[src/core/acsp_pkg.sv]
// Package with serial access layout, register map and timing constants.
package acsp_pkg;
  localparam int ACCESS_BITS       = 24;
  localparam int COMMAND_BITS      = 8;
  localparam int DATA_BITS         = 16;
  localparam int ADDR_BITS         = 4;
  localparam int REG_COUNT         = 16;
  localparam logic [1:0] RESERVED_PATTERN = 2'h2;
  localparam logic       DIR_READ  = 1'b1;
  localparam logic       DIR_WRITE = 1'b0;
  // Device register map
  localparam logic [3:0] CONFIG_REG_ADDR  = 4'h0;
  localparam logic [3:0] I_RANGE_REG_ADDR = 4'h3;
  localparam logic [3:0] Q_RANGE_REG_ADDR = 4'hB;
  localparam int I_PD_BIT          = 11;
  localparam int Q_PD_BIT          = 10;
  localparam int TEST_PATTERN_BIT  = 12;
  localparam logic [15:0] CONFIG_RESET   = 16'h0000;
  localparam logic [15:0] RANGE_RESET    = 16'h8000;
  localparam logic [15:0] OTHER_RESET    = 16'h0000;
  // Registers that hold no implemented storage read as zero
  localparam logic [15:0] IMPLEMENTED_MASK = 16'h080F;
  localparam logic [9:0]  TEST_PATTERN_WORD = 10'h2AA;
  // Link clock in the host: 200 MHz / 16 gives a 12.5 MHz serial clock
  localparam int LINK_HALF_PERIOD  = 8;
  // Controller register offsets on Avalon-MM
  localparam logic [3:0] CTRL_ADDR   = 4'h0;
  localparam logic [3:0] WDATA_ADDR  = 4'h4;
  localparam logic [3:0] RDATA_ADDR  = 4'h8;
  localparam logic [3:0] STATUS_ADDR = 4'hC;
  localparam int CTRL_START_BIT = 31;
  localparam int CTRL_READ_BIT  = 30;
  localparam int CTRL_ADDR_LSB  = 16;
endpackage : acsp_pkg

[src/core/acsp_link_if.sv]
// Serial link between host controller and converter control port.
`timescale 1ns/100ps
`default_nettype none
interface acsp_link_if;
  logic selectN;
  logic serialClk;
  logic serialDataIn;
  logic serialDataOut;
  logic serialDataOutEnN;
  modport device (input selectN, input serialClk, input serialDataIn,
                  output serialDataOut, output serialDataOutEnN);
  modport host (output selectN, output serialClk, output serialDataIn,
                input serialDataOut, input serialDataOutEnN);
endinterface : acsp_link_if
`default_nettype wire

[src/core/acsp_device.sv]
// Converter control logic: channel power-down, test pattern, range and serial registers.
//
// Overview of operation
// - High I power-down floats both I buses
// - I power-down is pin OR register bit 11
// - Q power-down likewise via bit 10, independent
// - Receiver discards pipeline samples after power-up
// - Host recalibrates after channel power cycle
// - Test pattern drives all buses and flags
// - Range per channel via registers 3h, Bh
// - Select pin high holds registers at defaults
// - Each access is exactly 24 bits
// - Falling select starts a new access
// - Select rising before bit 24 aborts access
// - Long read holds last data bit out
// - Long write still commits at bit 24
// - Host releases select between accesses
// - Sample on rising, drive on falling edges
// - Output enabled only for read after command
// - Read data MSB first from 8th falling edge
// - Unimplemented address reads all zeros
// - First bit one reads, zero writes
// - Bits two and three are 10b
// - Bits 4-7 address, MSB first
// - Bit 8 ignored, bits 9-24 data MSB first
`timescale 1ns/100ps
`default_nettype none
module acsp_device
  import acsp_pkg::*;
(
  // Clock and reset
  input  wire logic        clk,
  input  wire logic        rst_b,
  // Serial link
  acsp_link_if.device      link,
  // Control pins
  input  wire logic        iChannelPowerdown,
  input  wire logic        qChannelPowerdown,
  input  wire logic        testPatternSelect,
  input  wire logic        fullScaleRangeSelect,
  input  wire logic        extendedControlSelectN,
  // Converter data
  input  wire logic [9:0]  iSample,
  input  wire logic [9:0]  qSample,
  input  wire logic        iOverRange,
  input  wire logic        qOverRange,
  // Output buses and enables (enable low means driven)
  output logic [9:0]       iOutputBus,
  output logic [9:0]       iDelayedOutputBus,
  output logic [9:0]       qOutputBus,
  output logic [9:0]       qDelayedOutputBus,
  output logic             iOutOfRangeFlag,
  output logic             qOutOfRangeFlag,
  output logic             iBusEnN,
  output logic             qBusEnN,
  output logic             iPoweredDown,
  output logic             qPoweredDown,
  output logic             extendedControlMode,
  output logic [15:0]      iRangeSetting,
  output logic [15:0]      qRangeSetting
);
  import acsp_pkg::*;

  logic [1:0]  selSync_q, clkSync_q, dinSync_q, pinSync0_q, pinSync1_q, pinSync2_q;
  logic [1:0]  ecSync_q, rangeSync_q;
  logic        clkPrev_q;
  logic [4:0]  bitCount_q;
  logic [7:0]  command_q;
  logic [15:0] dataIn_q;
  logic [15:0] shiftOut_q;
  logic        driveOut_q;
  logic [15:0] regFile_q [REG_COUNT];
  logic        selActive, riseEdge, fallEdge, isRead, extended_control_mode;
  logic        iPd, qPd, tp;

  // Two-flop synchronisers for every pin from outside the clock domain
  always_ff @(posedge clk or negedge rst_b) begin
    if (!rst_b) begin
      selSync_q  <= 2'h3;
      clkSync_q  <= 2'h0;
      dinSync_q  <= 2'h0;
      pinSync0_q <= 2'h0;
      pinSync1_q <= 2'h0;
      pinSync2_q <= 2'h0;
      ecSync_q   <= 2'h3;
      rangeSync_q <= 2'h0;
      clkPrev_q  <= 1'b0;
    end else begin
      selSync_q  <= {selSync_q[0], link.selectN};
      clkSync_q  <= {clkSync_q[0], link.serialClk};
      dinSync_q  <= {dinSync_q[0], link.serialDataIn};
      pinSync0_q <= {pinSync0_q[0], iChannelPowerdown};
      pinSync1_q <= {pinSync1_q[0], qChannelPowerdown};
      pinSync2_q <= {pinSync2_q[0], testPatternSelect};
      ecSync_q   <= {ecSync_q[0], extendedControlSelectN};
      rangeSync_q <= {rangeSync_q[0], fullScaleRangeSelect};
      clkPrev_q  <= clkSync_q[1];
    end
  end

  assign selActive = !selSync_q[1];
  assign riseEdge  = clkSync_q[1] && !clkPrev_q;
  assign fallEdge  = !clkSync_q[1] && clkPrev_q;
  assign extended_control_mode       = !ecSync_q[1];
  // Only seven command bits are shifted in, so the direction sits one below the top
  assign isRead    = command_q[COMMAND_BITS - 2] == DIR_READ;

  // Bit counter; select high clears it so an early release aborts
  always_ff @(posedge clk or negedge rst_b) begin
    if (!rst_b) begin
      bitCount_q <= 5'h00;
    end else if (!selActive || !extended_control_mode) begin
      bitCount_q <= 5'h00;
    end else if (riseEdge && bitCount_q < 5'(ACCESS_BITS)) begin
      bitCount_q <= bitCount_q + 5'h01;
    end
  end

  // Input shift: command bits then data bits, bit 8 dropped
  always_ff @(posedge clk or negedge rst_b) begin
    if (!rst_b) begin
      command_q <= 8'h00;
      dataIn_q  <= 16'h0000;
    end else if (selActive && riseEdge && bitCount_q < 5'(ACCESS_BITS)) begin
      if (bitCount_q < 5'(COMMAND_BITS - 1)) begin
        command_q <= {command_q[6:0], dinSync_q[1]};
      end else if (bitCount_q >= 5'(COMMAND_BITS)) begin
        dataIn_q <= {dataIn_q[14:0], dinSync_q[1]};
      end
    end
  end

  // Default of one register; reset and the mode pin must restore the same values
  function automatic logic [15:0] regDefault(input int k);
    if (k == int'(I_RANGE_REG_ADDR) || k == int'(Q_RANGE_REG_ADDR)) begin
      return RANGE_RESET;
    end else if (k == int'(CONFIG_REG_ADDR)) begin
      return CONFIG_RESET;
    end
    return OTHER_RESET;
  endfunction : regDefault

  // Register file; non-extended mode holds every register at default
  always_ff @(posedge clk or negedge rst_b) begin
    if (!rst_b) begin
      for (int k = 0; k < REG_COUNT; k++) begin
        regFile_q[k] <= regDefault(k);
      end
    end else if (!extended_control_mode) begin
      for (int k = 0; k < REG_COUNT; k++) begin
        regFile_q[k] <= regDefault(k);
      end
    end else if (selActive && riseEdge && bitCount_q == 5'(ACCESS_BITS - 1)
                 && command_q[COMMAND_BITS - 2] == DIR_WRITE) begin
      // Commit on the 24th edge only; later edges do nothing
      regFile_q[command_q[3:0]] <= {dataIn_q[14:0], dinSync_q[1]};
    end
  end

  // Output shift: loads after the command, advances on falling edges
  always_ff @(posedge clk or negedge rst_b) begin
    if (!rst_b) begin
      shiftOut_q <= 16'h0000;
      driveOut_q <= 1'b0;
    end else if (!selActive || !extended_control_mode) begin
      driveOut_q <= 1'b0;
    end else if (fallEdge && bitCount_q == 5'(COMMAND_BITS) && isRead) begin
      driveOut_q <= 1'b1;
      shiftOut_q <= IMPLEMENTED_MASK[command_q[3:0]] ? regFile_q[command_q[3:0]]
                                                      : 16'h0000;
    end else if (fallEdge && driveOut_q && bitCount_q < 5'(ACCESS_BITS)) begin
      shiftOut_q <= {shiftOut_q[14:0], 1'b0};
    end
    // Past bit 24 the last data bit simply stays put
  end

  // Link outputs come straight from flops
  always_ff @(posedge clk or negedge rst_b) begin
    if (!rst_b) begin
      link.serialDataOut    <= 1'b0;
      link.serialDataOutEnN <= 1'b1;
    end else begin
      link.serialDataOut    <= shiftOut_q[15];
      link.serialDataOutEnN <= !driveOut_q;
    end
  end

  assign iPd = pinSync0_q[1] || (extended_control_mode && regFile_q[CONFIG_REG_ADDR][I_PD_BIT]);
  assign qPd = pinSync1_q[1] || (extended_control_mode && regFile_q[CONFIG_REG_ADDR][Q_PD_BIT]);
  assign tp  = extended_control_mode ? regFile_q[CONFIG_REG_ADDR][TEST_PATTERN_BIT] : pinSync2_q[1];

  // Output data path: test pattern replaces converter data and flags
  always_ff @(posedge clk or negedge rst_b) begin
    if (!rst_b) begin
      iOutputBus        <= 10'h000;
      iDelayedOutputBus <= 10'h000;
      qOutputBus        <= 10'h000;
      qDelayedOutputBus <= 10'h000;
      iOutOfRangeFlag   <= 1'b0;
      qOutOfRangeFlag   <= 1'b0;
      iBusEnN           <= 1'b1;
      qBusEnN           <= 1'b1;
      iPoweredDown      <= 1'b0;
      qPoweredDown      <= 1'b0;
    end else begin
      iOutputBus        <= tp ? TEST_PATTERN_WORD : iSample;
      iDelayedOutputBus <= tp ? ~TEST_PATTERN_WORD : iOutputBus;
      qOutputBus        <= tp ? TEST_PATTERN_WORD : qSample;
      qDelayedOutputBus <= tp ? ~TEST_PATTERN_WORD : qOutputBus;
      iOutOfRangeFlag   <= tp ? 1'b1 : iOverRange;
      qOutOfRangeFlag   <= tp ? 1'b0 : qOverRange;
      iBusEnN           <= iPd;
      qBusEnN           <= qPd;
      iPoweredDown      <= iPd;
      qPoweredDown      <= qPd;
    end
  end

  // Mode and range settings; pin range applies to both channels outside extended mode
  always_ff @(posedge clk or negedge rst_b) begin
    if (!rst_b) begin
      extendedControlMode <= 1'b0;
      iRangeSetting       <= RANGE_RESET;
      qRangeSetting       <= RANGE_RESET;
    end else begin
      extendedControlMode <= extended_control_mode;
      iRangeSetting <= extended_control_mode ? regFile_q[I_RANGE_REG_ADDR]
                           : {rangeSync_q[1], 15'h0000};
      qRangeSetting <= extended_control_mode ? regFile_q[Q_RANGE_REG_ADDR]
                           : {rangeSync_q[1], 15'h0000};
    end
  end
endmodule : acsp_device
`default_nettype wire

[src/flat_wrapper.sv]
// flat-port wrapper written by rule: the top's interface ports become plain ports
module acsp_device_flat import acsp_pkg::*;
  (clk, rst_b, iChannelPowerdown, qChannelPowerdown, testPatternSelect, fullScaleRangeSelect, extendedControlSelectN, iSample, qSample, iOverRange, qOverRange, iOutputBus, iDelayedOutputBus, qOutputBus, qDelayedOutputBus, iOutOfRangeFlag, qOutOfRangeFlag, iBusEnN, qBusEnN, iPoweredDown, qPoweredDown, extendedControlMode, iRangeSetting, qRangeSetting, link_selectN, link_serialClk, link_serialDataIn, link_serialDataOut, link_serialDataOutEnN);
  acsp_link_if link_i ();
  input  wire logic clk;
  input  wire logic rst_b;
  input  wire logic iChannelPowerdown;
  input  wire logic qChannelPowerdown;
  input  wire logic testPatternSelect;
  input  wire logic fullScaleRangeSelect;
  input  wire logic extendedControlSelectN;
  input  wire logic [9:0] iSample;
  input  wire logic [9:0] qSample;
  input  wire logic iOverRange;
  input  wire logic qOverRange;
  output logic [9:0] iOutputBus;
  output logic [9:0] iDelayedOutputBus;
  output logic [9:0] qOutputBus;
  output logic [9:0] qDelayedOutputBus;
  output logic iOutOfRangeFlag;
  output logic qOutOfRangeFlag;
  output logic iBusEnN;
  output logic qBusEnN;
  output logic iPoweredDown;
  output logic qPoweredDown;
  output logic extendedControlMode;
  output logic [15:0] iRangeSetting;
  output logic [15:0] qRangeSetting;
  input wire logic [$bits(link_i.selectN)-1:0] link_selectN;
  input wire logic [$bits(link_i.serialClk)-1:0] link_serialClk;
  input wire logic [$bits(link_i.serialDataIn)-1:0] link_serialDataIn;
  output wire logic [$bits(link_i.serialDataOut)-1:0] link_serialDataOut;
  output wire logic [$bits(link_i.serialDataOutEnN)-1:0] link_serialDataOutEnN;
  assign link_i.selectN = link_selectN;
  assign link_i.serialClk = link_serialClk;
  assign link_i.serialDataIn = link_serialDataIn;
  assign link_serialDataOut = link_i.serialDataOut;
  assign link_serialDataOutEnN = link_i.serialDataOutEnN;
  acsp_device u_core (.clk(clk), .rst_b(rst_b), .link(link_i), .iChannelPowerdown(iChannelPowerdown), .qChannelPowerdown(qChannelPowerdown), .testPatternSelect(testPatternSelect), .fullScaleRangeSelect(fullScaleRangeSelect), .extendedControlSelectN(extendedControlSelectN), .iSample(iSample), .qSample(qSample), .iOverRange(iOverRange), .qOverRange(qOverRange), .iOutputBus(iOutputBus), .iDelayedOutputBus(iDelayedOutputBus), .qOutputBus(qOutputBus), .qDelayedOutputBus(qDelayedOutputBus), .iOutOfRangeFlag(iOutOfRangeFlag), .qOutOfRangeFlag(qOutOfRangeFlag), .iBusEnN(iBusEnN), .qBusEnN(qBusEnN), .iPoweredDown(iPoweredDown), .qPoweredDown(qPoweredDown), .extendedControlMode(extendedControlMode), .iRangeSetting(iRangeSetting), .qRangeSetting(qRangeSetting));
endmodule
[config.mk]
export PLATFORM = sky130hd
export DESIGN_NAME = acsp_device_flat
export DESIGN_NICKNAME = d
export VERILOG_FILES = /design/src/core/acsp_pkg.sv /design/src/core/acsp_link_if.sv /design/src/core/acsp_device.sv /design/src/flat_wrapper.sv
export SDC_FILE = /design/constraint.sdc
export NUM_CORES = 1
export LEC_CHECK = 0
export BUFFER_PORTS_ARGS = -buffer_cell sky130_fd_sc_hd__buf_2
export CORE_MARGIN = 8
export CORE_UTILIZATION = 60
export CTS_BUF_LIST = sky130_fd_sc_hd__clkbuf_4
export DETAILED_ROUTE_END_ITERATION = 8
export GPL_ROUTABILITY_DRIVEN = 1
export PLACE_DENSITY_LB_ADDON = 0.08
export SYNTH_ARGS = -nofsm -noshare
export SYNTH_HDL_FRONTEND = slang
export SYNTH_SLANG_ARGS = --single-unit
[constraint.sdc]
create_clock -name clk -period 6.2 [get_ports clk]
set_clock_uncertainty 0.2 [all_clocks]
set_input_delay 0.62 -clock clk [delete_from_list [all_inputs] [get_ports clk]]
set_output_delay 0.62 -clock clk [all_outputs]
set_load 0.03 [all_outputs]
### After elaboration in Yosys (flattened, before gate mapping)

Memory sizes are Yosys's and may differ from the RTL's.
Cells that the tools add are included.

* register bits: 398
* bits in latches: 0
* RAM bits: 0
* memory bits (read-only): 16
* bits of input ports: 32
* output and inout port bits: 81
* word-level logic and storage cells: 115
* memories: 1

Memory list
* (name not given): depth 16, bits a word 1, rd ports 1, clocked after Yosys merged registers in 0, wr ports 0, line acsp_device.sv:169 `shiftOut_q <= IMPLEMENTED_MASK[command_q[3:0]] ? regFile_q[command_q[3:0]]`

* $add $sub $neg: 1
* $mul: 0
* div/mod/pow operators: 0
* magnitude comparators: 6
* eq/ne operators: 2
* shift-type cells: 0
* multiplexer cells: 27
* bitwise gates (word level): 4
* reductions and logical operators: 29

Operator list (count)
* 2-to-1 mux 256 bit: 2
* bitwise mux 256 bit: 1
* 2-to-1 mux 16 bit: 9
* binary-select mux 16 bit (select 4 bit): 1
* demux 16 bit (select 4 bit): 1
* 2-to-1 mux 10 bit: 4
* logical AND 1 bit: 14
* 2-to-1 mux 5 bit: 2
* nonzero test 2 bit: 4
* 2-to-1 mux 1 bit: 7
* adder 5 x 1 -> 5 bit (second input constant): 1
* equality test 5 x 4 -> 1 bit (second input constant): 1
* equality test 5 bit (second input constant): 1
* >= comparator 5 x 4 -> 1 bit (second input constant): 1
* >= comparator 5 bit (second input constant): 1
* zero test 1 bit: 5
* < comparator 4 x 5 -> 1 bit (second input constant): 1
* < comparator 5 x 1 -> 1 bit (second input constant): 1
* < comparator 5 x 3 -> 1 bit (second input constant): 1
* < comparator 5 bit (second input constant): 1
* inverter 4 -> 5 bit: 1
* AND reduction 2 bit: 2
* logical OR 1 bit: 3
* inverter 1 bit: 3
* AND reduction 3 bit: 1

### Longest topological paths before layout

* depth after elaboration: 8
* depth in mapped cells: 8
* gate-level depth less buffers: 6

### Worst setup path after synthesis

No wires, ideal clock.

* path kind: flip-flop to flip-flop
* start: register u_core.clkPrev_q
* end: register u_core.regFile_q[246] (netlist name)
* library setup time: 0.136 ns
* data arrival time: 1.981 ns
* setup slack: 3.882 ns
* stages on the path, launching flop included: 8
* buffers on the path: 3
* path through: dfrtp_1 or4b_1 buf_6 or4_1 buf_2 buf_2 nand2_1 a21oi_1

* word-level cells in the longest chain between the ends: 6

RTL lines
* from (decl): line acsp_device.sv:66 `logic clkPrev_q;`
* from (signal assigned): line acsp_device.sv:97 `clkPrev_q <= clkSync_q[1];`
* zero test 1 bit: line acsp_device.sv:102 `assign riseEdge = clkSync_q[1] && !clkPrev_q;`
* logical AND 1 bit: line acsp_device.sv:102
* logical AND 1 bit (2 in a row): line acsp_device.sv:153 `end else if (selActive && riseEdge && bitCount_q == 5'(ACCESS_BITS - 1)`
* logical AND 1 bit: line acsp_device.sv:154 `&& command_q[COMMAND_BITS - 2] == DIR_WRITE) begin`
* nonzero test 2 bit (no line)
* to (signal, indexed assignment): line acsp_device.sv:147 `regFile_q[k] <= regDefault(k);`
* to (signal, indexed assignment): line acsp_device.sv:151 `regFile_q[k] <= regDefault(k);`
* to (signal, indexed assignment): line acsp_device.sv:156 `regFile_q[command_q[3:0]] <= {dataIn_q[14:0], dinSync_q[1]};`
* to (decl): line acsp_device.sv:72 `logic [15:0] regFile_q [REG_COUNT];`

No other way between the ends.
A chain may end at the register's enable or synchronous reset.

### Worst setup path in the final report

* start: register u_core.command_q[1]
* end: register u_core.regFile_q[73] (netlist name)

* word-level cells in the longest chain between the ends: 8

RTL lines
* from (decl): line acsp_device.sv:68 `logic [7:0] command_q;`
* from (signal assigned): line acsp_device.sv:126 `command_q <= {command_q[6:0], dinSync_q[1]};`
* inverter 4 -> 5 bit (not written as such) *: line acsp_device.sv:156
* >= comparator 5 bit (not written as such) / < comparator 5 x 1 -> 1 bit (equally long branches): line acsp_device.sv:156
* logical AND 1 bit (not written as such): line acsp_device.sv:156
* 2-to-1 mux 16 bit (not written as such): line acsp_device.sv:156
* demux 16 bit (select 4 bit) *: line acsp_device.sv:156
* bitwise mux 256 bit *: line acsp_device.sv:156
* 2-to-1 mux 256 bit *: line acsp_device.sv:153
* 2-to-1 mux 256 bit *: line acsp_device.sv:149 `end else if (!extended_control_mode) begin`

Every way passes the cells marked *; elsewhere a longest branch is shown, timed or not. The select of a mux whose other input is x is not followed.

==> impl_metrics.py <==
metrics = {
    "synthesis": {
        "synth_top_area_share": 0.5642,
        "post_synthesis_net_count": 1038,
        "synth-seq-cells": 264,
        "syn-instance-count": 1004,
        "yosys.area.top_type": "sky130_fd_sc_hd__dfrtp_1",
        "synth.lib_cells_used.distinct": 46,
        "avgSynthCellArea_um2": 11.18,
        "ranking_of_synthesized_cells_by_area": "sky130_fd_sc_hd__dfrtp_1, sky130_fd_sc_hd__nand2_1, sky130_fd_sc_hd__a21oi_1",
        "yosysWarningCount": 0,
        "mappedNetlistArea_um2": 11220,
        "synth-seq-area-share": 0.5900,
    },
    "grt": {
        "grtUsageTotal": 0.2341,
        "grt_pass1_wl_um": 43520,
        "grt-ovfl-total": 0,
        "grt_pass1_vias": 7967,
        "grt_start_max_net_pins": 141,
        "antenna_found_initial": 1,
    },
    "cts": {
        "post-cts-setup-buffers": 0,
        "worst_skew_pair.late_latency_ns": 0.67,
        "root_buffer": "sky130_fd_sc_hd__clkbuf_4",
        "clock_path_buffers": 3,
        "numCtsBuffers": 70,
        "tritoncts": "built",
        "cts_num_sinks": 264,
        "cts.clk_slew.worst_paths_ns": 0.06,
        "ctsHtreeMaxLevel": 3,
    },
    "sta": {
        "final_critical_path_setup_slack_ns": 3.098,
        "post_layout_min_period_ns": 3.102,
        "tns_ns": 0,
        "final-setup-viol-count": 0,
        "maxSlewViolCount": 0,
        "final.period_utilization": 0.5004,
        "rsz_0062_raised_after_global_routing": "no",
        "maxSlewHeadroom": 0.2391,
        "timing_hold_violations_final": 0,
        "max_freq_mhz": 322.3,
        "worst_pin_slew_ns": 1.134,
    },
    "worst_setup_path": {
        "required_ns": 6.57,
        "worst-endpoint-arrival_ns": 3.47,
        "worst_setup_path_end_kind": "flip-flop",
        "worst-setup-path-type": "flip-flop to flip-flop",
        "timing.critical_path.cells": "nand2_1 > nor4_4 > nand2_1 > a21oi_1",
        "crit_path_frequent_cell": "sky130_fd_sc_hd__nand2_1",
        "worst_path_largest_cell_delay_ns": 1.08,
        "critical-path-slowest-cell": "sky130_fd_sc_hd__nor4_4",
        "critical_path.max_fanout": 26,
        "cp-start-kind": "flip-flop",
    },
    "floorplanning": {
        "core_um2": 18520,
        "effective_utilization_at_floorplan": 0.6059,
        "die_h_um": 152.8,
        "io_pins": 113,
        "floorplan.die.width_um": 152.8,
        "design.die.area_um2": 23330,
        "std_cell_rows": 50,
    },
    "drt": {
        "drt_pass1_iterations": 7,
        "total_number_of_vias": 7851,
        "drc_errors": 0,
        "routed_wire_length_per_instance_um": 18.97,
        "drt.antenna.violating_nets": 0,
        "viasPerCell": 5.588,
        "drt_iter0_markers": 699,
        "total_wire_length_um": 26660,
    },
    "job": {
        "cap_viol_max_count": 0,
    },
    "layout": {
        "final_layout_size_suffix_gt1_frac": 0.3009,
        "area_growth_pct": 15.21,
        "design.final.nets": 1154,
        "postLayoutCellArea_um2": 12930,
        "post_route_non_filler_standard_cell_count": 1405,
    },
    "pwr": {
        "p_per_area_nw_per_um2": 295.3,
        "irDropWorstVdd_uv": 178.1,
        "power.leakage_nw": 5.837,
    },
    "place": {
        "dpl-instance-area_um2": 11670,
        "gp_congestion": 0.8127,
        "dp.final_hpwl_um": 16140,
        "detailedPlace.worstSlack_ns": 3.144,
        "placedCellCount": 1251,
        "portBuffers": 112,
    },
    "hold_path": {
        "min_path_type": "flip-flop to flip-flop",
    },
    "run_status": {
        "run_status": "finished clean",
    },
}
cells in the mapped netlist, drive strengths merged:
library cell	instances
or4b	1
nand4	6
a21o	2
a21oi	150
a41oi	1
dfrtp	253
clkbuf	57
nand3b	1
mux4	28
or4	2
nand2b	24
ha	2
a22oi	13
nor3b	2
a31oi	2
nor2	7
buf	48
nand4bb	1
nor4b	3
o211ai	2
mux2	35
o22ai	1
inv	8
mux2i	6
o21ai	5
nand2	249
and3	1
xnor2	1
or2	4
o32ai	2
nor4	8
nor3	2
nand3	4
and2	23
xor2	2
nand4b	1
a2111oi	1
dfstp	11
and4b	1
nor2b	34
critical path, delay by kind of cell, from the launching register on:
family | cells | cell delay [ns]
and+or+nand+nor | 3 | 1.66
AOI/OAI and AO/OA | 1 | 0.18
DFF | 1 | 0.95
through the flow:
step	hold slack (ns)	util	total power, mW
detailed placement	0.1364	0.6304	2.237
global placement	0.1326	0.6304	2.230
global route	0.1573	0.6981	3.991
floorplan	0.1244	-	2.125
CTS	0.1499	0.6980	3.867
finish	0.1476	0.6981	3.817
power breakdown:
part | internal, mW | switching (mW)
Combinational | 0.140 | 0.227
Sequential | 1.77 | 0.0805
Clock | 0.904 | 0.694
sequential cells by signal, summed over array words and instances, names as in the netlist, 10 cells and up:
signal	flops
u_core.dataIn_q	15
u_core.regFile_q	122
u_core.iDelayedOutputBus	10
u_core.shiftOut_q	16
u_core.iOutputBus	10
u_core.qOutputBus	10
u_core.iRangeSetting	16
u_core.qRangeSetting	16
u_core.qDelayedOutputBus	10
metal layers:
metal | share of wire | GRT usage | vias to the layer above
li1 | - | - | 3625
met1 | 0.43 | 0.3126 | 3912
met2 | 0.48 | 0.3646 | 285
met3 | 0.074 | 0.07431 | 29
met4 | 0.011 | 0.06503 | 0
met5 | 0 | 0 | -
worst paths after layout:
kind | end | startpoint | cells after the start | slack (ns)
setup reg to reg | u_core.regFile_q[73] | u_core.command_q[1] | 4 | 3.10
setup / recovery | u_core.regFile_q[73] | u_core.command_q[1] | 4 | 3.10
max in group asynchronous | u_core.command_q[0] | rst_b | 3 | 4.10
min in group asynchronous | u_core.iDelayedOutputBus[2] | rst_b | 2 | 0.49
hold / removal | u_core.dinSync_q[1] | u_core.dinSync_q[0] | 0 | 0.15
hold reg to reg | u_core.dinSync_q[1] | u_core.dinSync_q[0] | 0 | 0.15
timing repair:
action / in CTS / in global routing
endpoints found under the hold margin: 163 / 0
endpoints found under the setup margin: 0 / 0
resized for setup: 0 / 0
hold buffers: 31 / 0
cells in the final DEF, fill, tap and decap left out, drive strengths merged, types with 2 or more instances in the layout:
master,count
a21o,2
a21oi,150
a22oi,13
a31oi,2
and2,23
buf,118
bufinv,3
clkbuf,106
clkinv,9
dfrtp,253
dfstp,11
dlygate4sd3,31
ha,2
inv,11
mux2,35
mux2i,6
mux4,28
nand2,249
nand2b,24
nand3,4
nand4,6
nor2,7
nor2b,34
nor3,2
nor3b,2
nor4,8
nor4b,3
o211ai,2
o21ai,5
o32ai,2
or2,4
or4,2
xor2,2
kinds of logic (layout without fill, tap and decap cells):
group,after synthesis,in the layout,synth area share
AND/OR/NAND/NOR,374,374,0.1678
flip-flops,264,264,0.5900
AO/OA/AOI/OAI,179,179,0.09389
buffers and inverters,113,279,0.04706
multiplexers,69,69,0.09668
XOR/XNOR,3,3,0.002342
adder cells (fa/ha/maj),2,2,0.002230
other,0,1,0
cell type report:
cell class	instances	area, µm²
Sequential cell	264	6626
Fill cell	1388	5590
Multi-Input combinational cell	627	4096
Timing Repair Buffer	149	938.4
Clock buffer	106	795.8
Tap cell	234	292.8
Clock inverter	16	145.1
Inverter	8	30.03
Antenna cell	1	2.502
(Power assumes the default switching activity.)
